## config.mk

```make
export PLATFORM = sky130hd
export DESIGN_NAME = trc_ctrl
export DESIGN_NICKNAME = d
export VERILOG_FILES = /design/src/inc/trc_pkg.sv /design/src/logic/trc_ctrl.sv
export VERILOG_INCLUDE_DIRS = /design/src /design/src/inc
export SDC_FILE = /design/constraint.sdc
export NUM_CORES = 1
export LEC_CHECK = 0
export BUFFER_PORTS_ARGS = -buffer_cell sky130_fd_sc_hd__buf_2
export CAP_MARGIN = 30
export CORE_UTILIZATION = 30
export CTS_BUF_LIST = sky130_fd_sc_hd__clkbuf_8 sky130_fd_sc_hd__clkbuf_16
export CTS_CLUSTER_DIAMETER = 150
export DETAILED_ROUTE_END_ITERATION = 8
export GPL_ROUTABILITY_DRIVEN = 0
export PLACE_DENSITY = 0.5
export SLEW_MARGIN = 20
export SYNTH_ARGS = -nofsm -noshare
export SYNTH_HDL_FRONTEND = slang
export SYNTH_SLANG_ARGS = --single-unit
```

## constraint.sdc

```tcl
create_clock -name core_clk -period 3.18 [get_ports core_clk]
set_input_delay 0.636 -clock core_clk [delete_from_list [all_inputs] [get_ports core_clk]]
set_output_delay 0.636 -clock core_clk [all_outputs]
set_load 0.02 [all_outputs]
```

## src/inc/trc_defines.svh

```systemverilog
// Purpose: Constants for the transceiver reconfiguration controller
// Assumes: Single core clock domain
// Notes: Field positions refer to the packed transmit word
`ifndef TRC_DEFINES_SVH
`define TRC_DEFINES_SVH
`define TRC_SWING_W 3
`define TRC_PREEMP_W 5
`define TRC_DCGAIN_W 2
`define TRC_EQCTL_W 4
`define TRC_PMA_W 14
`define TRC_PMA_RST 14'h0000
`define TRC_CFG_WORD_W 16
`define TRC_TXP_W 22
`define TRC_RXP_W 32
`define TRC_DIR_RX 2'b01
`define TRC_DIR_TX 2'b10
`define TRC_DIR_DUPLEX 2'b11
`define TRC_WR_CYC_PER_CH 4
`define TRC_RD_CYC_PER_CH 3
`define TRC_TXP_CTRL_LO 8
`define TRC_TXP_FDISP_LO 9
`define TRC_TXP_DVAL_LO 10
`define TRC_TXP_HI_LSB 11
`define TRC_TXP_HI8_MSB 18
`define TRC_TXP_CTRL_HI 19
`define TRC_TXP_FDISP_HI 20
`define TRC_TXP_DVAL_HI 21
`define TRC_TXP_HI10_MSB 20
`endif

```

## src/inc/trc_pkg.sv

```systemverilog
// Purpose: Types for the transceiver reconfiguration controller
// Assumes: trc_defines.svh on the include path
// Notes: Structs carry per-channel settings and decoded transmit words
`include "trc_defines.svh"
package trc_pkg;
  typedef enum logic [3:0] {
    TRC_ST_IDLE = 4'b0001,
    TRC_ST_WR = 4'b0010,
    TRC_ST_RD = 4'b0100,
    TRC_ST_STRM = 4'b1000
  } trc_state_t;
  typedef enum logic [1:0] {
    TRC_FW_8 = 2'b00,
    TRC_FW_10 = 2'b01,
    TRC_FW_16 = 2'b10,
    TRC_FW_20 = 2'b11
  } trc_fabric_w_t;
  typedef struct packed {
    logic [`TRC_SWING_W-1:0] swing;
    logic [`TRC_PREEMP_W-1:0] preemp;
    logic [`TRC_DCGAIN_W-1:0] dcgain;
    logic [`TRC_EQCTL_W-1:0] eqctl;
  } trc_pma_t;
  typedef struct packed {
    logic [19:0] data;
    logic [1:0] ctrl;
    logic [1:0] force_disp;
    logic [1:0] disp_val;
    logic compliance;
    logic elec_idle;
  } trc_txw_t;
endpackage : trc_pkg

```

## src/logic/trc_ctrl.sv

```systemverilog
// Purpose: Transceiver reconfiguration control: analog writes/reads, word streaming, packed words
// Assumes: All inputs come from logic on core_clk; requests are one-cycle strobes
// Notes: Requests while busy, or read and write together, are ignored
//
// Contract
// - Swing write port: 3 bits per channel
// - Pre-emphasis write port: 5 bits per channel
// - DC gain write port: 2 bits per channel
// - Equalizer write port: 4 bits per channel
// - Fields ascend by channel, channel 0 lowest
// - Readback always separate per-channel fields
// - Per-channel write updates all channels together
// - Read identical in either write mode
// - Direction select picks transmit, receive or both
// - Channel reconfig touches coding only, analog settings kept
// - Channel reconfig mode: writes only, no reads
// - Image sent as 16-bit words, continuous option
// - Packed transmit word: 22 bits per channel
// - Packed receive word: 32 bits per channel
// - 8-bit interface transmit word field map
// - 10-bit interface: data in bits 9:0
// - 16-bit interface: bytes 7:0 and 18:11
// - 16-bit disparity flags, PCIe variants
// - 20-bit interface: symbols 9:0 and 20:11
// - Busy high during transaction, low after
// - Data valid after read completes
// - Direction 2'b10 limits to transmit settings
//
// The placing of the registers and strobed register access were chosen for this implementation.
`timescale 1ns/1ps
`default_nettype none
`include "trc_defines.svh"
module trc_ctrl
  import trc_pkg::*;
#(
  parameter int NUM_CH = 2,
  parameter bit PER_CH_WR = 1'b1,
  parameter bit CONT_WR = 1'b1,
  parameter int IMG_AW = 6
) (
  input wire logic core_clk,
  input wire logic sys_rst,
  input wire logic write_all,
  input wire logic read,
  input wire logic [1:0] dir_sel,
  input wire logic chan_reconfig_mode,
  input wire logic [`TRC_SWING_W*NUM_CH-1:0] swing_wr,
  input wire logic [`TRC_PREEMP_W*NUM_CH-1:0] preemp_wr,
  input wire logic [`TRC_DCGAIN_W*NUM_CH-1:0] dcgain_wr,
  input wire logic [`TRC_EQCTL_W*NUM_CH-1:0] eqctl_wr,
  output logic [`TRC_SWING_W*NUM_CH-1:0] swing_rd,
  output logic [`TRC_PREEMP_W*NUM_CH-1:0] preemp_rd,
  output logic [`TRC_DCGAIN_W*NUM_CH-1:0] dcgain_rd,
  output logic [`TRC_EQCTL_W*NUM_CH-1:0] eqctl_rd,
  output logic busy,
  output logic data_valid,
  output trc_pma_t [NUM_CH-1:0] pma_set,
  input wire logic img_we,
  input wire logic [IMG_AW-1:0] img_addr,
  input wire logic [`TRC_CFG_WORD_W-1:0] img_data,
  input wire logic [IMG_AW:0] img_len,
  output logic [`TRC_CFG_WORD_W-1:0] cfg_word,
  output logic [IMG_AW-1:0] cfg_word_idx,
  output logic cfg_word_valid,
  output logic cfg_done,
  input wire logic [`TRC_TXP_W*NUM_CH-1:0] tx_packed,
  input wire trc_fabric_w_t fabric_w,
  input wire logic pcie_mode,
  output trc_txw_t [NUM_CH-1:0] txw_out,
  input wire logic [`TRC_RXP_W*NUM_CH-1:0] rx_chan_word,
  output logic [`TRC_RXP_W*NUM_CH-1:0] rx_packed
);

  localparam int WR_TOT = `TRC_WR_CYC_PER_CH * NUM_CH;
  localparam int RD_TOT = `TRC_RD_CYC_PER_CH * NUM_CH;
  localparam int CNT_W = 8;
  localparam int AST_MAXW = 255;

  // Packed transmit word decode by fabric width
  function automatic trc_txw_t decode_txw(input logic [`TRC_TXP_W-1:0] w, input trc_fabric_w_t fw,
                                          input logic pcie);
    trc_txw_t r;
    r = '0;
    unique case (fw)
      TRC_FW_8: begin
        r.data[7:0] = w[7:0];
        r.ctrl[0] = w[`TRC_TXP_CTRL_LO];
        r.force_disp[0] = pcie ? 1'b0 : w[`TRC_TXP_FDISP_LO];
        r.compliance = pcie ? w[`TRC_TXP_FDISP_LO] : 1'b0;
        r.disp_val[0] = pcie ? 1'b0 : w[`TRC_TXP_DVAL_LO];
        r.elec_idle = pcie ? w[`TRC_TXP_DVAL_LO] : 1'b0;
      end
      TRC_FW_10: begin
        r.data[9:0] = w[9:0];
      end
      TRC_FW_16: begin
        r.data[7:0] = w[7:0];
        r.data[15:8] = w[`TRC_TXP_HI8_MSB:`TRC_TXP_HI_LSB];
        r.ctrl = {w[`TRC_TXP_CTRL_HI], w[`TRC_TXP_CTRL_LO]};
        if (pcie) begin
          r.compliance = w[`TRC_TXP_FDISP_LO];
          r.elec_idle = w[`TRC_TXP_DVAL_LO] | w[`TRC_TXP_DVAL_HI];
        end else begin
          r.force_disp = {w[`TRC_TXP_FDISP_HI], w[`TRC_TXP_FDISP_LO]};
          r.disp_val = {w[`TRC_TXP_DVAL_HI], w[`TRC_TXP_DVAL_LO]};
        end
      end
      TRC_FW_20: begin
        r.data[9:0] = w[9:0];
        r.data[19:10] = w[`TRC_TXP_HI10_MSB:`TRC_TXP_HI_LSB];
      end
    endcase
    return r;
  endfunction : decode_txw

  trc_state_t state_ff, nxt_state;
  logic [CNT_W-1:0] cnt_ff, nxt_cnt;
  logic [1:0] dir_ff;
  trc_pma_t [NUM_CH-1:0] wr_lat_ff;
  trc_pma_t [NUM_CH-1:0] pma_ff;
  trc_pma_t [NUM_CH-1:0] wr_fields;
  logic valid_ff;
  logic [`TRC_CFG_WORD_W-1:0] img_mem [0:(1<<IMG_AW)-1];
  logic [IMG_AW-1:0] idx_ff;
  logic [`TRC_CFG_WORD_W-1:0] word_ff;
  logic [IMG_AW-1:0] word_idx_ff;
  logic word_vld_ff;
  logic done_ff;
  trc_txw_t [NUM_CH-1:0] txw_ff;
  logic [`TRC_RXP_W*NUM_CH-1:0] rxp_ff;

  wire idle = (state_ff == TRC_ST_IDLE);
  wire one_req = write_all ^ read;
  wire wr_acc = idle && one_req && write_all && !chan_reconfig_mode;
  wire rd_acc = idle && one_req && read && !chan_reconfig_mode;
  wire strm_acc = idle && one_req && write_all && chan_reconfig_mode && (img_len != '0);
  wire cnt_zero = (cnt_ff == '0);
  wire wr_done = (state_ff == TRC_ST_WR) && cnt_zero;
  wire rd_done = (state_ff == TRC_ST_RD) && cnt_zero;
  wire last_word = ({1'b0, idx_ff} == img_len - 1'b1);
  wire strm_step = (state_ff == TRC_ST_STRM);
  wire do_tx = dir_ff[1];
  wire do_rx = dir_ff[0];

  // Split write ports into ascending per-channel fields
  genvar g;
  generate
    for (g = 0; g < NUM_CH; g++) begin : g_ch
      localparam int SRC = PER_CH_WR ? g : 0;
      assign wr_fields[g].swing = swing_wr[SRC*`TRC_SWING_W +: `TRC_SWING_W];
      assign wr_fields[g].preemp = preemp_wr[SRC*`TRC_PREEMP_W +: `TRC_PREEMP_W];
      assign wr_fields[g].dcgain = dcgain_wr[SRC*`TRC_DCGAIN_W +: `TRC_DCGAIN_W];
      assign wr_fields[g].eqctl = eqctl_wr[SRC*`TRC_EQCTL_W +: `TRC_EQCTL_W];
    end
  endgenerate

  always_comb begin
    nxt_state = state_ff;
    nxt_cnt = cnt_ff;
    unique case (state_ff)
      TRC_ST_IDLE: begin
        if (wr_acc) begin
          nxt_state = TRC_ST_WR;
          nxt_cnt = CNT_W'(WR_TOT - 1);
        end else if (rd_acc) begin
          nxt_state = TRC_ST_RD;
          nxt_cnt = CNT_W'(RD_TOT - 1);
        end else if (strm_acc) begin
          nxt_state = TRC_ST_STRM;
        end
      end
      TRC_ST_WR, TRC_ST_RD: begin
        if (cnt_zero) begin
          nxt_state = TRC_ST_IDLE;
        end else begin
          nxt_cnt = cnt_ff - 1'b1;
        end
      end
      TRC_ST_STRM: begin
        if (last_word || !CONT_WR) begin
          nxt_state = TRC_ST_IDLE;
        end
      end
      default: nxt_state = TRC_ST_IDLE;
    endcase
  end

  always_ff @(posedge core_clk) begin
    if (sys_rst) begin
      state_ff <= TRC_ST_IDLE;
      cnt_ff <= '0;
    end else begin
      state_ff <= nxt_state;
      cnt_ff <= nxt_cnt;
    end
  end

  // Capture request data at acceptance
  always_ff @(posedge core_clk) begin
    if (sys_rst) begin
      dir_ff <= `TRC_DIR_DUPLEX;
      wr_lat_ff <= '0;
    end else if (wr_acc || rd_acc) begin
      dir_ff <= dir_sel;
      wr_lat_ff <= wr_fields;
    end
  end

  // Channel analog settings, all channels at once
  always_ff @(posedge core_clk) begin
    if (sys_rst) begin
      pma_ff <= {NUM_CH{`TRC_PMA_RST}};
    end else if (wr_done) begin
      for (int c = 0; c < NUM_CH; c++) begin
        if (do_tx) begin
          pma_ff[c].swing <= wr_lat_ff[c].swing;
          pma_ff[c].preemp <= wr_lat_ff[c].preemp;
        end
        if (do_rx) begin
          pma_ff[c].dcgain <= wr_lat_ff[c].dcgain;
          pma_ff[c].eqctl <= wr_lat_ff[c].eqctl;
        end
      end
    end
  end

  // Readback, same in both write modes
  always_ff @(posedge core_clk) begin
    if (sys_rst) begin
      swing_rd <= '0;
      preemp_rd <= '0;
      dcgain_rd <= '0;
      eqctl_rd <= '0;
    end else if (rd_done) begin
      for (int c = 0; c < NUM_CH; c++) begin
        if (do_tx) begin
          swing_rd[c*`TRC_SWING_W +: `TRC_SWING_W] <= pma_ff[c].swing;
          preemp_rd[c*`TRC_PREEMP_W +: `TRC_PREEMP_W] <= pma_ff[c].preemp;
        end
        if (do_rx) begin
          dcgain_rd[c*`TRC_DCGAIN_W +: `TRC_DCGAIN_W] <= pma_ff[c].dcgain;
          eqctl_rd[c*`TRC_EQCTL_W +: `TRC_EQCTL_W] <= pma_ff[c].eqctl;
        end
      end
    end
  end

  always_ff @(posedge core_clk) begin
    if (sys_rst) begin
      valid_ff <= 1'b0;
    end else if (rd_done) begin
      valid_ff <= 1'b1;
    end else if (wr_acc || rd_acc || strm_acc) begin
      valid_ff <= 1'b0;
    end
  end

  // Configuration image store
  always_ff @(posedge core_clk) begin
    if (img_we) begin
      img_mem[img_addr] <= img_data;
    end
  end

  // Word streaming to the channel's coding layer
  always_ff @(posedge core_clk) begin
    if (sys_rst) begin
      idx_ff <= '0;
      word_ff <= '0;
      word_idx_ff <= '0;
      word_vld_ff <= 1'b0;
      done_ff <= 1'b0;
    end else begin
      word_vld_ff <= strm_step;
      done_ff <= strm_step && last_word;
      if (strm_step) begin
        word_ff <= img_mem[idx_ff];
        word_idx_ff <= idx_ff;
        idx_ff <= last_word ? '0 : IMG_AW'(idx_ff + 1'b1);
      end
    end
  end

  // Packed channel words
  always_ff @(posedge core_clk) begin
    if (sys_rst) begin
      txw_ff <= '0;
      rxp_ff <= '0;
    end else begin
      for (int c = 0; c < NUM_CH; c++) begin
        txw_ff[c] <= decode_txw(tx_packed[c*`TRC_TXP_W +: `TRC_TXP_W], fabric_w, pcie_mode);
      end
      rxp_ff <= rx_chan_word;
    end
  end

  assign busy = !idle;
  assign data_valid = valid_ff;
  assign pma_set = pma_ff;
  assign cfg_word = word_ff;
  assign cfg_word_idx = word_idx_ff;
  assign cfg_word_valid = word_vld_ff;
  assign cfg_done = done_ff;
  assign txw_out = txw_ff;
  assign rx_packed = rxp_ff;
endmodule : trc_ctrl
`default_nettype wire

```

==> flow_metrics.tcl <==
set metrics [dict create \
    die_w_um 402 \
    cpMaxStageDelayCell "a21oi_1" \
    drt_first_pass_iters 5 \
    synthArstFlopShare_pct 0 \
    finalPower_uw 36100 \
    fin_crit_sh_pct 96.8 \
    grt_setup_unrepaired "no" \
    syn_area_per_cell_um2 17.0 \
    grt_max_degree 89 \
    cts.sinks 1273 \
    p_per_area_nw_per_um2 623 \
    relSlewSlack_pct 36.6 \
    nFillCells 15000 \
    dr.first_iter.drc_count 2517 \
    yosysUniqueCellTypes 64 \
    area_growth_pct 21.0 \
    netlist_instances 2824 \
    dpl.hpwl_mm 98.1 \
    vias 27300 \
    clk_path_buf_depth 3 \
    r2r_cells 7 \
    synthTopCellsByArea "edfxtp_1 64%, dfxtp_1 10%, mux4_2 8.1%, mux2i_1 3.9%, nand2_1 1.9%" \
    grt_pass1_wl_mm 204 \
    skew_ns 0.0229 \
    cpLargestDelayFamily "compound AO/OA/AOI/OAI gates" \
    clk_pin_slew_ns 0.06 \
    drv_slew 0 \
    tns_ns 0 \
    hold_violations 0 \
    vias_per_cell 4.92 \
    drv_cap 0 \
    initial_core_util_pct 30.2 \
    timing.rr.end "cfg_word[10]" \
    yosys_warnings 0 \
    synth-edff-count 1024 \
    crit_path_cell_trace "buf_12 -> buf_4 -> mux4_2 -> nor2b_1 -> a21oi_1 -> nand4_1 -> a221o_1" \
    final_cell_mix "1,024 x edfxtp_1, 377 x buf_2, 245 x dfxtp_1" \
    dpl_cell_area_um2 53400 \
    htree_levels 4 \
    synthesis.area_um2 47900 \
    io_pins 378 \
    numCtsBuffers 144 \
    rrSetupSlack_ns 0.10 \
    wl_met3_mm 10.3 \
    rows 146 \
    wl_met1_mm 60.9 \
    status "finished clean" \
    path_buf_inv 2 \
    antenna_left 0 \
    critPathKind "reg2reg" \
    min_from "tx_packed[3]" \
    antenna_found_initial 27 \
    top_layer "met5" \
    wire_per_inst_um 26.0 \
    core_area_um2 159000 \
    leakage_uw 0.0192 \
    holdPathStages 2 \
    cts_hold_repair.buffers 0 \
    finalSetupViolCount 0 \
    drc 0 \
    die_height_um 402 \
    dominantRegCellSynth "edfxtp_1" \
    synth_area_leader_cell "edfxtp_1" \
    vdd.ir_drop.worst_v 0.000546 \
    worstPathMaxFanout 20 \
    period_needed_ns 3.08 \
    worst_slew_pin_slew_ns 0.951 \
    portBuffers 377 \
    layout.cells.most_common "edfxtp_1" \
    worstPathArrival_ns 3.73 \
    wl_mm 145 \
    synth_top_area_share_pct 64.2 \
    postCtsSetupRepairBufs 0 \
    hold_class "in2reg" \
    die_area_um2 161000 \
    min_to "txw_out[11]" \
    met2_length_mm 68.9 \
    seq_area_frac_synth_pct 74.6 \
    fmax_mhz 325 \
    cp.required_ns 3.83 \
    overflow 0 \
    syn_nets 3004 \
    synth_seq_cells 1273 \
    track_usage_pct 17.7 \
    stdcell_area_um2 58000 \
    grt_pass1_vias 27000 \
    cts_root_buffer "clkbuf_16" \
    utilization_pct 36.6 \
    crit_path_start_kind "flip-flop" \
    insertion_delay_ns 0.77 \
    hold_ws_ns 0.0660 \
    cts_tree "built" \
    post_cts_resized 0 \
    critPathMaxStageDelay_ns 0.53 \
    r2r_start "idx_ff[0]" \
    final_nets 3547 \
    final_layout_size_suffix_gt1_share_pct 27.5 \
    cp-end-kind "flip-flop" \
]
[through the flow]
step | worst slack (ns) | std cells
floorplan | 0.312 | 2824
global placement | 0.163 | 5292
detailed placement | 0.157 | 5292
CTS | 0.127 | 5550
global route | 0.0105 | 5559
finish | 0.103 | 5562
[cells in the mapped netlist, drive strengths merged, types with 9 or more instances]
| cell | number |
|---|---|
| and2 | 20 |
| dfxtp | 249 |
| mux4 | 173 |
| nor3b | 14 |
| a21oi | 149 |
| o21ai | 12 |
| o2111ai | 10 |
| a22oi | 96 |
| nand3 | 62 |
| buf | 85 |
| a221o | 11 |
| mux2i | 187 |
| nand2 | 242 |
| and3 | 9 |
| nor2 | 134 |
| a22o | 12 |
| edfxtp | 1024 |
| nor2b | 132 |
| nor3 | 10 |
| nand4 | 25 |
| clkbuf | 78 |
[worst max path at each step]
stage	start	endpoint	slack, ns	depth (start not counted)
floorplan	img_addr[5]	img_mem[48][0]	0.31	4
global placement	idx_ff[0]	cfg_word[10]	0.16	7
detailed placement	idx_ff[0]	cfg_word[10]	0.16	7
CTS	idx_ff[0]	cfg_word[10]	0.13	7
global route	idx_ff[0]	cfg_word[10]	0.01	7
finish	idx_ff[0]	cfg_word[10]	0.10	7
[cells by family (layout without fill, tap and decap cells)]
family          Yosys count  in the layout  synth area share (%)
xor+xnor                 13             13                 0.238
flops                  1273           1273                  74.6
compound gates          310            310                  4.15
mux                     360            360                  12.0
simple gates            693            693                  7.12
other cells               0             11                     0
buf+inv                 171            826                  1.78
fa+ha+maj                 4              4                 0.104
[flip-flops by register name, summed over array words and instances (netlist names)]
register and count:
cfg_done 1, dir_ff 2, cnt_ff 8, img_mem 1024
pma_set 28, swing_rd 6, cfg_word_idx 6, rx_packed 64
state_ff 4, wr_lat_ff 28, eqctl_rd 8, preemp_rd 10
dcgain_rd 4, cfg_word 16, idx_ff 6, cfg_word_valid 1
txw_out 56, data_valid 1
[routing by layer]
layer | track usage [%] | up-vias
met5 | 0 | -
met4 | 5.89 | 16
met3 | 4.26 | 228
met2 | 28.9 | 1023
met1 | 23.0 | 14000
li1 | - | 12000
[report_power, final]
group / internal [µW] / switching, µW
registers: 18200 / 104
clock network: 9060 / 6870
logic: 586 / 1280
[worst reg2reg max path, cell delays in order, from the launching register on]
cell	delay (ns)
dfxtp_4	0.46
buf_12	0.26
buf_4	0.33
mux4_2	0.53
nor2b_1	0.14
a21oi_1	0.53
nand4_1	0.30
a221o_1	0.42
[cell type report]
type	count	area, µm²	share of cell area, %
sequential	1273	35700	61.7
clock inverter	102	779	1.34
timing repair buffer	560	3630	6.26
clock buffer	156	3790	6.54
tap	2072	2590	4.47
multi-input combinational	1380	11400	19.6
inverter	8	30.0	0.0518
antenna	11	27.5	0.0475
No activity file was read; power rests on OpenSTA's default activity.
